`config.mk`:
```
export PLATFORM = sky130hd
export DESIGN_NAME = uart_fifo_dma_ready_control
export DESIGN_NICKNAME = d
export VERILOG_FILES = /design/src/uart_dma_pkg.sv /design/src/uart_fifo_dma_ready_control.sv
export SDC_FILE = /design/constraint.sdc
export NUM_CORES = 1
export LEC_CHECK = 0
export BUFFER_PORTS_ARGS = -buffer_cell sky130_fd_sc_hd__buf_2
export CAP_MARGIN = 15
export CORE_UTILIZATION = 36
export DETAILED_ROUTE_END_ITERATION = 10
export SLEW_MARGIN = 10
export SYNTH_ARGS = -nofsm -noshare
export SYNTH_HDL_FRONTEND = slang
export SYNTH_SLANG_ARGS = --single-unit
```
`constraint.sdc`:
```
create_clock -name SYS_CLK -period 3 [get_ports SYS_CLK]
set_input_delay 0.15 -clock SYS_CLK [delete_from_list [all_inputs] [get_ports SYS_CLK]]
set_output_delay 0.15 -clock SYS_CLK [all_outputs]
set_load 0.05 [all_outputs]
```
`src/uart_dma_pkg.sv`:
```
package uart_dma_pkg;

	// ********************************
	// sizes
	// ********************************
	localparam int            DATA_W     = 8;
	localparam int            PTR_W      = 4;
	localparam int            CNT_W      = 5;
	localparam logic [4:0]    FIFO_DEPTH = 5'h10;
	localparam logic [4:0]    HOLD_DEPTH = 5'h01;

	// ********************************
	// register map, byte addresses
	// ********************************
	localparam logic [7:0]    OFS_FIFO_CTRL = 8'h00;
	localparam logic [7:0]    OFS_ALT_FUNC  = 8'h04;
	localparam logic [7:0]    OFS_TX_DATA   = 8'h08;
	localparam logic [7:0]    OFS_RX_DATA   = 8'h0C;
	localparam logic [7:0]    OFS_STATUS    = 8'h10;

	// ********************************
	// fields and reset values
	// ********************************
	localparam logic [7:0]    FIFO_CTRL_RESET = 8'h00;
	localparam logic [7:0]    ALT_FUNC_RESET  = 8'h00;
	localparam int            ALT_SEL_LSB     = 1;
	localparam logic [1:0]    ALT_SEL_RX_RDY  = 2'h1;
	localparam int            ST_TX_CNT_LSB   = 0;
	localparam int            ST_RX_CNT_LSB   = 8;
	localparam int            ST_TX_INT       = 16;
	localparam int            ST_RX_INT       = 17;
	localparam int            ST_OVERRUN      = 18;
	localparam int            ST_TX_PIN       = 19;
	localparam int            ST_MF_PIN       = 20;

	// ********************************
	// receive trigger levels
	// ********************************
	localparam logic [4:0]    TRIG_LVL_0 = 5'h01;
	localparam logic [4:0]    TRIG_LVL_1 = 5'h04;
	localparam logic [4:0]    TRIG_LVL_2 = 5'h08;
	localparam logic [4:0]    TRIG_LVL_3 = 5'h0E;

	typedef struct packed {
		logic [1:0] rx_trig;
		logic [1:0] unused;
		logic       dma_mode;
		logic       tx_clr;
		logic       rx_clr;
		logic       fifo_en;
	} fifo_ctrl_t;

endpackage

```
`src/uart_fifo_dma_ready_control.sv`:
```
`timescale 1ns/100ps

module uart_fifo_dma_ready_control (
	// clock and reset
	input  wire logic        SYS_CLK,
	input  wire logic        RESETN,
	// avalon-mm slave
	input  wire logic [7:0]  AVS_ADDRESS,
	input  wire logic        AVS_READ,
	input  wire logic        AVS_WRITE,
	input  wire logic [3:0]  AVS_BYTEENABLE,
	input  wire logic [31:0] AVS_WRITEDATA,
	output logic      [31:0] AVS_READDATA,
	output logic             AVS_WAITREQUEST,
	// transmit shifter side
	input  wire logic        TX_SHIFT_REQ,
	output logic      [7:0]  TX_SHIFT_DATA,
	output logic             TX_SHIFT_STB,
	// receive shifter side
	input  wire logic        RX_CHAR_VALID,
	input  wire logic [7:0]  RX_CHAR_DATA,
	input  wire logic        RX_TIMEOUT,
	// dma ready pins and interrupt conditions
	output logic             TX_DMA_READY_PIN,
	output logic             MULTIFUNCTION_PIN,
	output logic             TX_INT,
	output logic             RX_INT
);

	// ********************************
	// bus decode
	// ********************************
	uart_dma_pkg::fifo_ctrl_t fifo_ctrl_reg;
	uart_dma_pkg::fifo_ctrl_t wr_ctrl;
	logic [7:0]  alt_function_reg;
	logic        wait_q;
	logic        req;
	logic        rd_acc;
	logic        wr_acc;
	logic        ctrl_wr;
	logic        mode1;
	logic        rx_sel;
	logic        tx_clr;
	logic        rx_clr;
	logic [4:0]  depth;
	logic [4:0]  trig;
	logic [31:0] rd_mux;
	logic        overrun_q;
	logic        rx_had_q;

	assign req     = AVS_READ | AVS_WRITE;
	assign rd_acc  = AVS_READ & ~wait_q;
	assign wr_acc  = AVS_WRITE & ~wait_q & AVS_BYTEENABLE[0];
	assign wr_ctrl = uart_dma_pkg::fifo_ctrl_t'(AVS_WRITEDATA[7:0]);
	assign ctrl_wr = wr_acc & (AVS_ADDRESS == uart_dma_pkg::OFS_FIFO_CTRL);
	assign mode1   = fifo_ctrl_reg.dma_mode & fifo_ctrl_reg.fifo_en;
	assign rx_sel  = alt_function_reg[uart_dma_pkg::ALT_SEL_LSB +: 2]
		== uart_dma_pkg::ALT_SEL_RX_RDY;
	assign depth   = fifo_ctrl_reg.fifo_en ? uart_dma_pkg::FIFO_DEPTH
		: uart_dma_pkg::HOLD_DEPTH;
	assign tx_clr  = ctrl_wr & ((wr_ctrl.fifo_en & wr_ctrl.tx_clr)
		| (wr_ctrl.fifo_en != fifo_ctrl_reg.fifo_en));
	assign rx_clr  = ctrl_wr & ((wr_ctrl.fifo_en & wr_ctrl.rx_clr)
		| (wr_ctrl.fifo_en != fifo_ctrl_reg.fifo_en));

	// one wait cycle, then the access edge
	always_ff @(posedge SYS_CLK or negedge RESETN)
	begin
		if (!RESETN)
			wait_q <= 1'b1;
		else
			wait_q <= ~(req & wait_q);
	end

	assign AVS_WAITREQUEST = wait_q;

	// ********************************
	// control registers
	// ********************************
	// per-instance control register, shared by transmit and receive
	always_ff @(posedge SYS_CLK or negedge RESETN)
	begin
		if (!RESETN)
			fifo_ctrl_reg <= uart_dma_pkg::fifo_ctrl_t'(uart_dma_pkg::FIFO_CTRL_RESET);
		else if (ctrl_wr)
		begin
			if (wr_ctrl.fifo_en)
			begin
				fifo_ctrl_reg.rx_trig  <= wr_ctrl.rx_trig;
				fifo_ctrl_reg.dma_mode <= wr_ctrl.dma_mode;
				fifo_ctrl_reg.fifo_en  <= 1'b1;
			end
			else
				fifo_ctrl_reg.fifo_en  <= 1'b0;
			fifo_ctrl_reg.unused <= 2'h0;
			fifo_ctrl_reg.tx_clr <= 1'b0;
			fifo_ctrl_reg.rx_clr <= 1'b0;
		end
	end

	always_ff @(posedge SYS_CLK or negedge RESETN)
	begin
		if (!RESETN)
			alt_function_reg <= uart_dma_pkg::ALT_FUNC_RESET;
		else if (wr_acc && AVS_ADDRESS == uart_dma_pkg::OFS_ALT_FUNC)
			alt_function_reg <= AVS_WRITEDATA[7:0];
	end

	always_comb
	begin
		unique case (fifo_ctrl_reg.rx_trig)
			2'h0: trig = uart_dma_pkg::TRIG_LVL_0;
			2'h1: trig = uart_dma_pkg::TRIG_LVL_1;
			2'h2: trig = uart_dma_pkg::TRIG_LVL_2;
			2'h3: trig = uart_dma_pkg::TRIG_LVL_3;
		endcase
	end

	// ********************************
	// transmit fifo / holding register
	// ********************************
	logic [7:0] tx_mem [16];
	logic [3:0] tx_wp;
	logic [3:0] tx_rp;
	logic [4:0] tx_cnt;
	logic       tx_push;
	logic       tx_pop;

	assign tx_push = wr_acc & (AVS_ADDRESS == uart_dma_pkg::OFS_TX_DATA)
		& (tx_cnt < depth) & ~tx_clr;
	assign tx_pop  = TX_SHIFT_REQ & (tx_cnt != 5'h00) & ~tx_clr;

	always_ff @(posedge SYS_CLK)
	begin
		if (tx_push)
			tx_mem[tx_wp] <= AVS_WRITEDATA[7:0];
	end

	always_ff @(posedge SYS_CLK or negedge RESETN)
	begin
		if (!RESETN)
		begin
			tx_wp  <= 4'h0;
			tx_rp  <= 4'h0;
			tx_cnt <= 5'h00;
		end
		else if (tx_clr)
		begin
			tx_wp  <= 4'h0;
			tx_rp  <= 4'h0;
			tx_cnt <= 5'h00;
		end
		else
		begin
			tx_wp  <= tx_wp + 4'(tx_push);
			tx_rp  <= tx_rp + 4'(tx_pop);
			tx_cnt <= tx_cnt + 5'(tx_push) - 5'(tx_pop);
		end
	end

	always_ff @(posedge SYS_CLK or negedge RESETN)
	begin
		if (!RESETN)
		begin
			TX_SHIFT_DATA <= 8'h00;
			TX_SHIFT_STB  <= 1'b0;
		end
		else
		begin
			TX_SHIFT_STB <= tx_pop;
			if (tx_pop)
				TX_SHIFT_DATA <= tx_mem[tx_rp];
		end
	end

	// ********************************
	// receive fifo / holding register
	// ********************************
	logic [7:0] rx_mem [16];
	logic [3:0] rx_wp;
	logic [3:0] rx_rp;
	logic [4:0] rx_cnt;
	logic       rx_push;
	logic       rx_pop;
	logic       rx_low_d;
	logic       rx_low_q;

	assign rx_push = RX_CHAR_VALID & (rx_cnt < depth) & ~rx_clr;
	assign rx_pop  = rd_acc & (AVS_ADDRESS == uart_dma_pkg::OFS_RX_DATA)
		& rx_had_q & (rx_cnt != 5'h00) & ~rx_clr;

	always_ff @(posedge SYS_CLK)
	begin
		if (rx_push)
			rx_mem[rx_wp] <= RX_CHAR_DATA;
	end

	always_ff @(posedge SYS_CLK or negedge RESETN)
	begin
		if (!RESETN)
		begin
			rx_wp  <= 4'h0;
			rx_rp  <= 4'h0;
			rx_cnt <= 5'h00;
		end
		else if (rx_clr)
		begin
			rx_wp  <= 4'h0;
			rx_rp  <= 4'h0;
			rx_cnt <= 5'h00;
		end
		else
		begin
			rx_wp  <= rx_wp + 4'(rx_push);
			rx_rp  <= rx_rp + 4'(rx_pop);
			rx_cnt <= rx_cnt + 5'(rx_push) - 5'(rx_pop);
		end
	end

	// overrun: set wins over the status-read clear
	always_ff @(posedge SYS_CLK or negedge RESETN)
	begin
		if (!RESETN)
			overrun_q <= 1'b0;
		else if (RX_CHAR_VALID && rx_cnt >= depth)
			overrun_q <= 1'b1;
		else if (rd_acc && AVS_ADDRESS == uart_dma_pkg::OFS_STATUS)
			overrun_q <= 1'b0;
	end

	// ********************************
	// read data
	// ********************************
	always_comb
	begin
		rd_mux = 32'h0000_0000;
		unique case (AVS_ADDRESS)
			uart_dma_pkg::OFS_ALT_FUNC: rd_mux[7:0] = alt_function_reg;
			uart_dma_pkg::OFS_RX_DATA:
				if (rx_cnt != 5'h00)
					rd_mux[7:0] = rx_mem[rx_rp];
			uart_dma_pkg::OFS_STATUS:
			begin
				rd_mux[uart_dma_pkg::ST_TX_CNT_LSB +: 5] = tx_cnt;
				rd_mux[uart_dma_pkg::ST_RX_CNT_LSB +: 5] = rx_cnt;
				rd_mux[uart_dma_pkg::ST_TX_INT]          = TX_INT;
				rd_mux[uart_dma_pkg::ST_RX_INT]          = RX_INT;
				rd_mux[uart_dma_pkg::ST_OVERRUN]         = overrun_q;
				rd_mux[uart_dma_pkg::ST_TX_PIN]          = TX_DMA_READY_PIN;
				rd_mux[uart_dma_pkg::ST_MF_PIN]          = MULTIFUNCTION_PIN;
			end
			default: rd_mux = 32'h0000_0000;
		endcase
	end

	always_ff @(posedge SYS_CLK or negedge RESETN)
	begin
		if (!RESETN)
		begin
			AVS_READDATA <= 32'h0000_0000;
			rx_had_q     <= 1'b0;
		end
		else if (AVS_READ && wait_q)
		begin
			AVS_READDATA <= rd_mux;
			rx_had_q     <= rx_cnt != 5'h00;
		end
	end

	// ********************************
	// dma ready and interrupt outputs
	// ********************************
	assign rx_low_d = (rx_cnt != 5'h00)
		& (rx_low_q | (rx_cnt >= trig) | RX_TIMEOUT);

	always_ff @(posedge SYS_CLK or negedge RESETN)
	begin
		if (!RESETN)
			rx_low_q <= 1'b0;
		else
			rx_low_q <= mode1 & rx_low_d;
	end

	always_ff @(posedge SYS_CLK or negedge RESETN)
	begin
		if (!RESETN)
		begin
			TX_DMA_READY_PIN  <= 1'b1;
			MULTIFUNCTION_PIN <= 1'b1;
		end
		else
		begin
			if (mode1)
				TX_DMA_READY_PIN <= tx_cnt >= depth;
			else
				TX_DMA_READY_PIN <= tx_cnt != 5'h00;
			if (!rx_sel)
				MULTIFUNCTION_PIN <= 1'b1;
			else if (mode1)
				MULTIFUNCTION_PIN <= ~rx_low_d;
			else
				MULTIFUNCTION_PIN <= rx_cnt == 5'h00;
		end
	end

	always_ff @(posedge SYS_CLK or negedge RESETN)
	begin
		if (!RESETN)
		begin
			TX_INT <= 1'b0;
			RX_INT <= 1'b0;
		end
		else if (mode1)
		begin
			TX_INT <= tx_cnt < depth;
			RX_INT <= rx_cnt >= trig;
		end
		else
		begin
			TX_INT <= tx_cnt == 5'h00;
			RX_INT <= rx_cnt != 5'h00;
		end
	end
endmodule // uart_fifo_dma_ready_control

```
======== Yosys cells after proc, flatten, opt, wreduce, memory -nomap -nowiden ========
Memories as Yosys holds them, arrays and structs flattened. A register that Yosys moved wholly into a read port is not among the register bits.
Index checks and enable logic that the tools add are counted.
word-level totals
  memory bits (read-only) ................. 0
  word-level logic and storage cells ...... 115
  output and inout port bits .............. 46
  latch bits .............................. 0
  RAM bits ................................ 256
  flip-flop bits (word level) ............. 65
  input port bits ......................... 59
  memories kept ........................... 2
cells by class
  multiplexer cells ....................... 25
  shifts and indexed selects .............. 0
  add/subtract/negate cells ............... 8
  reduce and logical (&&, ||, !) cells .... 13
  divide/modulo/power cells ............... 0
  order comparisons ....................... 5
  equal/unequal tests ..................... 9
  bitwise logic cells ..................... 33
  $mul .................................... 0
memories
  memory  words  width  read ports  clocked after Yosys merged registers in  wr ports  RTL line                            source
  rx_mem  16     8      1           0                                        1         uart_fifo_dma_ready_control.sv:179  logic [7:0] rx_mem [16];
  tx_mem  16     8      1           1                                        1         uart_fifo_dma_ready_control.sv:122  logic [7:0] tx_mem [16];
operators by type and width
  cell                                                                    count
  5-bit two-way mux                                                       5
  1-bit bitwise AND                                                       23
  5-bit case mux with 4 select lines                                      1
  4-bit by 1-bit adder with 4-bit output                                  4
  8-bit by 4-bit equality test with 1-bit output (second input constant)  2
  4-bit two-way mux                                                       4
  5-bit >= comparator                                                     3
  5-bit case mux with 3 select lines                                      1
  1-bit two-way mux                                                       12
  5-bit by 1-bit adder with 5-bit output                                  2
  5-bit logical NOT                                                       2
  5-bit less-than comparator                                              2
  5-bit nonzero test                                                      2
  5-bit by 1-bit subtractor with 5-bit output                             2
  8-bit by 3-bit equality test with 1-bit output (second input constant)  1
  8-bit by 5-bit equality test with 1-bit output (second input constant)  1
  8-bit logical NOT                                                       1
  8-bit two-way mux                                                       1
  3-bit case mux with 2 select lines                                      1
  1-bit NOT                                                               5
  1-bit bitwise OR                                                        5
  2-bit by 1-bit equality test with 1-bit output (second input constant)  2
  2-bit equality test (second input constant)                             2
  1-bit logical AND                                                       4
  5 further kinds                                                         5

======== Logic depth before layout (Yosys ltp) ========
  word-level depth ........................ 10
  gate-level depth with buffers ........... 17

======== Worst setup path before layout ========
No wires, ideal clock.
  path type ............................... input to register
  start point ............................. input AVS_ADDRESS[5]
  end point ............................... register rx_cnt[4]
  setup slack ............................. -0.166 ns
  buffers on the path ..................... 2
  stages .................................. 16
  arrival time ............................ 3.034 ns
  path through ............................ or3_1 > or4_1 > buf_4 > nor3_4 > nand3b_2 > buf_4 > ha_1 > inv_1 > ha_1 > inv_1 > fa_1 > nor2_1 > nor2_1 > o21bai_1 > xnor2_1 > nor2_1
on the way
  longest elaborated chain between the ends .. 8
  elaborated cells on any way between the ends .. 13
  classes of those cells .................. 2 x add/sub; 1 x eq/ne; 1 x mux; 8 x bitwise; 1 x reduce/logical
ends and longest elaborated chain
  item                                         RTL line                                                                source
  start, declared                              uart_fifo_dma_ready_control.sv:8                                        input wire logic [7:0] AVS_ADDRESS,
  8-bit logical NOT                            uart_fifo_dma_ready_control.sv:55                                       assign ctrl_wr = wr_acc & (AVS_ADDRESS == uart_dma_pkg::OFS_FIFO_CTRL);
  1-bit bitwise AND                            uart_fifo_dma_ready_control.sv:55
  1-bit bitwise AND                            uart_fifo_dma_ready_control.sv:63                                       assign rx_clr = ctrl_wr & ((wr_ctrl.fifo_en & wr_ctrl.rx_clr)
  1-bit NOT                                    uart_fifo_dma_ready_control.sv:188, uart_fifo_dma_ready_control.sv:190
  1-bit bitwise AND                            uart_fifo_dma_ready_control.sv:188                                      assign rx_push = RX_CHAR_VALID & (rx_cnt < depth) & ~rx_clr;
  5-bit by 1-bit adder with 5-bit output       uart_fifo_dma_ready_control.sv:216                                      rx_cnt <= rx_cnt + 5'(rx_push) - 5'(rx_pop);
  5-bit by 1-bit subtractor with 5-bit output  uart_fifo_dma_ready_control.sv:216
  5-bit two-way mux *                          uart_fifo_dma_ready_control.sv:206                                      else if (rx_clr)
  end signal, assigned                         uart_fifo_dma_ready_control.sv:216
  end, declared                                uart_fifo_dma_ready_control.sv:182                                      logic [4:0] rx_cnt;
Every way passes the cells marked *; elsewhere a longest branch is shown, timed or not.
A chain may end at the register's enable or synchronous reset.

======== Final worst setup path ========
  start point ............................. register fifo_ctrl_reg[0] (netlist name)
  end point ............................... register tx_cnt[4]
on the way
  longest elaborated chain between the ends .. 8
  elaborated cells on any way between the ends .. 12
  classes of those cells .................. 2 x add/sub; 1 x order compare; 1 x eq/ne; 2 x mux; 6 x bitwise
ends and longest elaborated chain
  item                                                                                RTL line                            source
  start, declared                                                                     uart_fifo_dma_ready_control.sv:33   uart_dma_pkg::fifo_ctrl_t fifo_ctrl_reg;
  start signal, assigned                                                              uart_fifo_dma_ready_control.sv:84   fifo_ctrl_reg <= uart_dma_pkg::fifo_ctrl_t'(uart_dma_pkg::FIFO_CTRL_RESET);
  parallel branches: the longest is 7 deep, another holds 5-bit less-than comparator  --
  5-bit two-way mux *                                                                 uart_fifo_dma_ready_control.sv:147  else if (tx_clr)
  end signal, assigned                                                                uart_fifo_dma_ready_control.sv:157  tx_cnt <= tx_cnt + 5'(tx_push) - 5'(tx_pop);
  end, declared                                                                       uart_fifo_dma_ready_control.sv:125  logic [4:0] tx_cnt;
Every way passes the cells marked *.

==> flow_metrics.py <==
metrics = {
    "status": {
        "outcome": "finished clean",
    },
    "sta": {
        "drv_slew": 0,
        "hold_viol": 0,
        "fmax_ghz": 0.359,
        "fin_crit_ns": 2.78,
        "finalCritPeriodShare_pct": 92.8,
        "worst_clock_skew_ns": 0.0210,
        "max_slew.worst_pin.slew_ns": 0.973,
        "worst_slack_ns": 0.216,
        "relSlewSlack_pct": 35.1,
        "setup_violations": 0,
    },
    "global_route": {
        "grt_pass1_vias": 7365,
        "grt_pass1_wl_um": 43200,
        "grt_overflow_total": 0,
        "antenna_found_initial": 0,
        "grt_usage_pct": 14.7,
        "grt_max_degree": 74,
    },
    "placed_design": {
        "io_buffers": 63,
        "gp_congestion": 0.803,
        "placed_cells": 1374,
        "hpwlAfterDp_um": 18500,
        "post-place-ws_ns": -0.0437,
    },
    "final_layout": {
        "syn_to_final_growth_pct": 17.9,
        "biggestRegsByFlops": "rx_mem (128), tx_mem (128), AVS_READDATA (18)",
        "finalNetCount": 1007,
        "instances_no_fill": 1446,
        "layout-drive-gt1-share_pct": 29.7,
        "num_antenna_cells": 0,
    },
    "floorplanning": {
        "std_cell_rows": 70,
        "initial_core_util_pct": 36.9,
        "io_pins": 105,
        "die_w_um": 196,
        "die_area_um2": 38600,
        "core_um2": 36900,
        "die_h_um": 196,
    },
    "clock_network": {
        "cts_tree": "done",
        "cts_max_level": 2,
        "cts.sinks": 329,
        "clk_latency_ns": 0.51,
        "cts_max_path_buffers": 3,
        "clk_pin_slew_ns": 0.06,
        "cts_buffers": 35,
        "cts_root_buffer": "clkbuf_16",
    },
    "worst_setup_path": {
        "crit_slowest_cell": "fa_1",
        "path_max_fanout": 5,
        "cpPeakStageDelay_ns": 0.39,
        "r2r-end": "tx_cnt[4]",
        "worstReg2RegStart": "fifo_ctrl_reg[0]",
        "crit_required_ns": 3.39,
        "crit_top_cell": "nor2_1",
        "reg2reg_setup_slack_ns": 0.22,
        "r2r_cells": 16,
        "critical_path_class": "reg2reg",
        "critPathCaptureType": "flop",
        "start_kind": "flop",
        "arrival_ns": 3.18,
        "worstPathCellList": "inv_1, ha_1, o211ai_1, buf_4, a2111oi_4, or3_4, inv_2, a21o_1, ha_1, inv_1, fa_1, nor2_1, nor2_1, o21bai_1, xnor2_1, nor2_1",
    },
    "routing": {
        "drtIter0Drc": 495,
        "antenna_left": 0,
        "vias_per_cell": 4.93,
        "drt-wirelength-per-cell_um": 19.2,
        "vias": 7122,
        "first_pass_iters": 5,
        "drcViolationCount": 0,
        "wirelength_um": 27700,
    },
    "yosys": {
        "yosysWarnings": 0,
        "syn_area_per_cell_um2": 17.4,
        "syn_inst": 783,
        "syn-cell-area_um2": 13600,
        "synth_edf_count": 256,
        "yosysSeqAreaShare_pct": 70.0,
        "ys_ff_latch": 329,
        "ys.flop_type": "edfxtp_1",
        "async_reset_ff_share_pct": 22.2,
        "yosysUniqueCellTypes": 54,
    },
    "pwr": {
        "leakage_nw": 5.83,
        "power.density_nw_per_um2": 792,
        "ir_drop_mv": 0.510,
    },
    "worst_hold_path": {
        "whs_path_depth": 1,
        "holdCritPathClass": "in2reg",
        "min_to": "rx_mem[13][2]",
        "holdCritStartpoint": "RX_CHAR_DATA[2]",
    },
    "flow_run": {
        "maxCapViolations": 0,
    },
}
-- metrics by stage --
stage	setup TNS, ns	area, µm²	hold WS [ns]	utilization (%)	power (mW)
final	0	16000	0.0101	43.5	12.7
after detailed placement	-0.0470	14900	0.338	40.3	8.72
after CTS	0	16000	0.00205	43.4	12.8
after global routing	-0.0232	16000	0.0107	43.5	13.3
after floorplan	0	13700	-0.146	-	7.83
after global placement	-0.0451	14900	0.330	40.3	8.67
-- how the worst max path moves through the flow --
stage / from / endpoint / slack (ns) / cells past startpoint
floorplan: AVS_WAITREQUEST / rx_cnt[4] / 0.006 / 15
global placement: AVS_ADDRESS[5] / rx_cnt[4] / -0.05 / 15
detailed placement: AVS_ADDRESS[5] / rx_cnt[4] / -0.04 / 15
CTS: tx_cnt[2] / tx_cnt[4] / 0.1 / 16
global route: fifo_ctrl_reg[0] / tx_cnt[4] / -0.02 / 16
finish: fifo_ctrl_reg[0] / tx_cnt[4] / 0.22 / 16
-- layer usage --
layer / GRT usage, % / routed length (µm) / up-vias
met1: 19.6 / 12100 / 3624
met5: 0 / 0 / -
met3: 2.34 / 1090 / 47
met2: 25.1 / 14000 / 149
li1: - / - / 3302
met4: 3.79 / 563 / 0
-- layout by cell type (no fill, tap or decap), types with 8 or more instances in the layout --
| cell | synthesis | routed |
|---|---|---|
| conb_1 | 1 | 14 |
| a22o_1 | 11 | 11 |
| nand2_1 | 29 | 29 |
| nand3_1 | 8 | 8 |
| ha_1 | 31 | 31 |
| a21oi_1 | 14 | 13 |
| nor3_1 | 15 | 15 |
| clkinv_1 | 0 | 9 |
| o21ai_0 | 10 | 10 |
| nor2_1 | 55 | 55 |
| mux2_2 | 12 | 12 |
| edfxtp_1 | 256 | 256 |
| clkbuf_16 | 0 | 36 |
| buf_4 | 16 | 61 |
| dfrtp_1 | 70 | 68 |
| mux4_2 | 64 | 64 |
| nand2b_1 | 11 | 11 |
| nor2b_1 | 16 | 16 |
| inv_1 | 18 | 17 |
| mux2_4 | 8 | 8 |
| a22oi_1 | 35 | 35 |
| buf_2 | 9 | 62 |
| xnor2_1 | 12 | 12 |
-- cells by family after synthesis --
family | synth area share [%]
xor+xnor | 1.03
other cells | 0.0276
mux | 12.6
simple gates | 6.21
flops | 70.0
buf+inv | 2.40
fa+ha+maj | 3.15
compound gates | 4.59
-- where the power goes --
| group | switching [mW] | total, mW | internal [mW] |
|---|---|---|---|
| logic | 1.66 | 3.01 | 1.35 |
| registers | 0.311 | 5.60 | 5.29 |
| clock network | 1.72 | 4.08 | 2.37 |
| total | 3.69 | 12.7 | 9.01 |
-- cell usage after synthesis (3+ instances only) --
master,count,share of area (%)
mux2_4,8,0.88
nor3_1,15,0.55
nor2_1,55,1.5
clkbuf_1,20,0.55
a22oi_1,35,1.9
mux2_2,12,0.99
and3_1,3,0.14
xor2_1,4,0.26
buf_2,9,0.33
nor2b_1,16,0.74
dfrtp_1,70,13
ha_1,31,2.9
o21ai_0,10,0.37
xnor2_1,12,0.77
a21oi_1,14,0.52
edfxtp_1,256,57
inv_1,18,0.50
a22o_1,11,0.71
buf_1,4,0.11
nand3_1,8,0.29
and2_1,3,0.14
nor4_1,7,0.32
buf_4,16,0.88
a211oi_1,3,0.17
mux4_2,64,11
a21o_1,4,0.22
nand2b_1,11,0.51
dfstp_2,3,0.58
nand2_1,29,0.80
-- cell type report --
cell class              count  area [µm²]
clock buffers              46         968
well taps                 504         631
flip-flops and latches    329        9520
inverters                  19        71.3
clock inverters            18         123
multi-input cells         399        3840
repair buffers            131         878
fillers                  3213       20800
-- what timing repair did --
action,CTS,global route
hold endpoints to repair,73,0
buffers inserted,0,3
hold buffers,5,0
resized for setup,0,4
setup endpoints to repair,0,3
-- critical path: cells and delay by family, from the launching register on --
kind                       cells  cell delay, ns
adders and majority gates      3            0.77
and+or+nand+nor                4            0.56
AOI/OAI and AO/OA              4            0.46
buffers and inverters          4            0.40
DFF                            1            0.34
xor gates and xnor gates       1            0.13
Power figures use the tool's default switching activity.
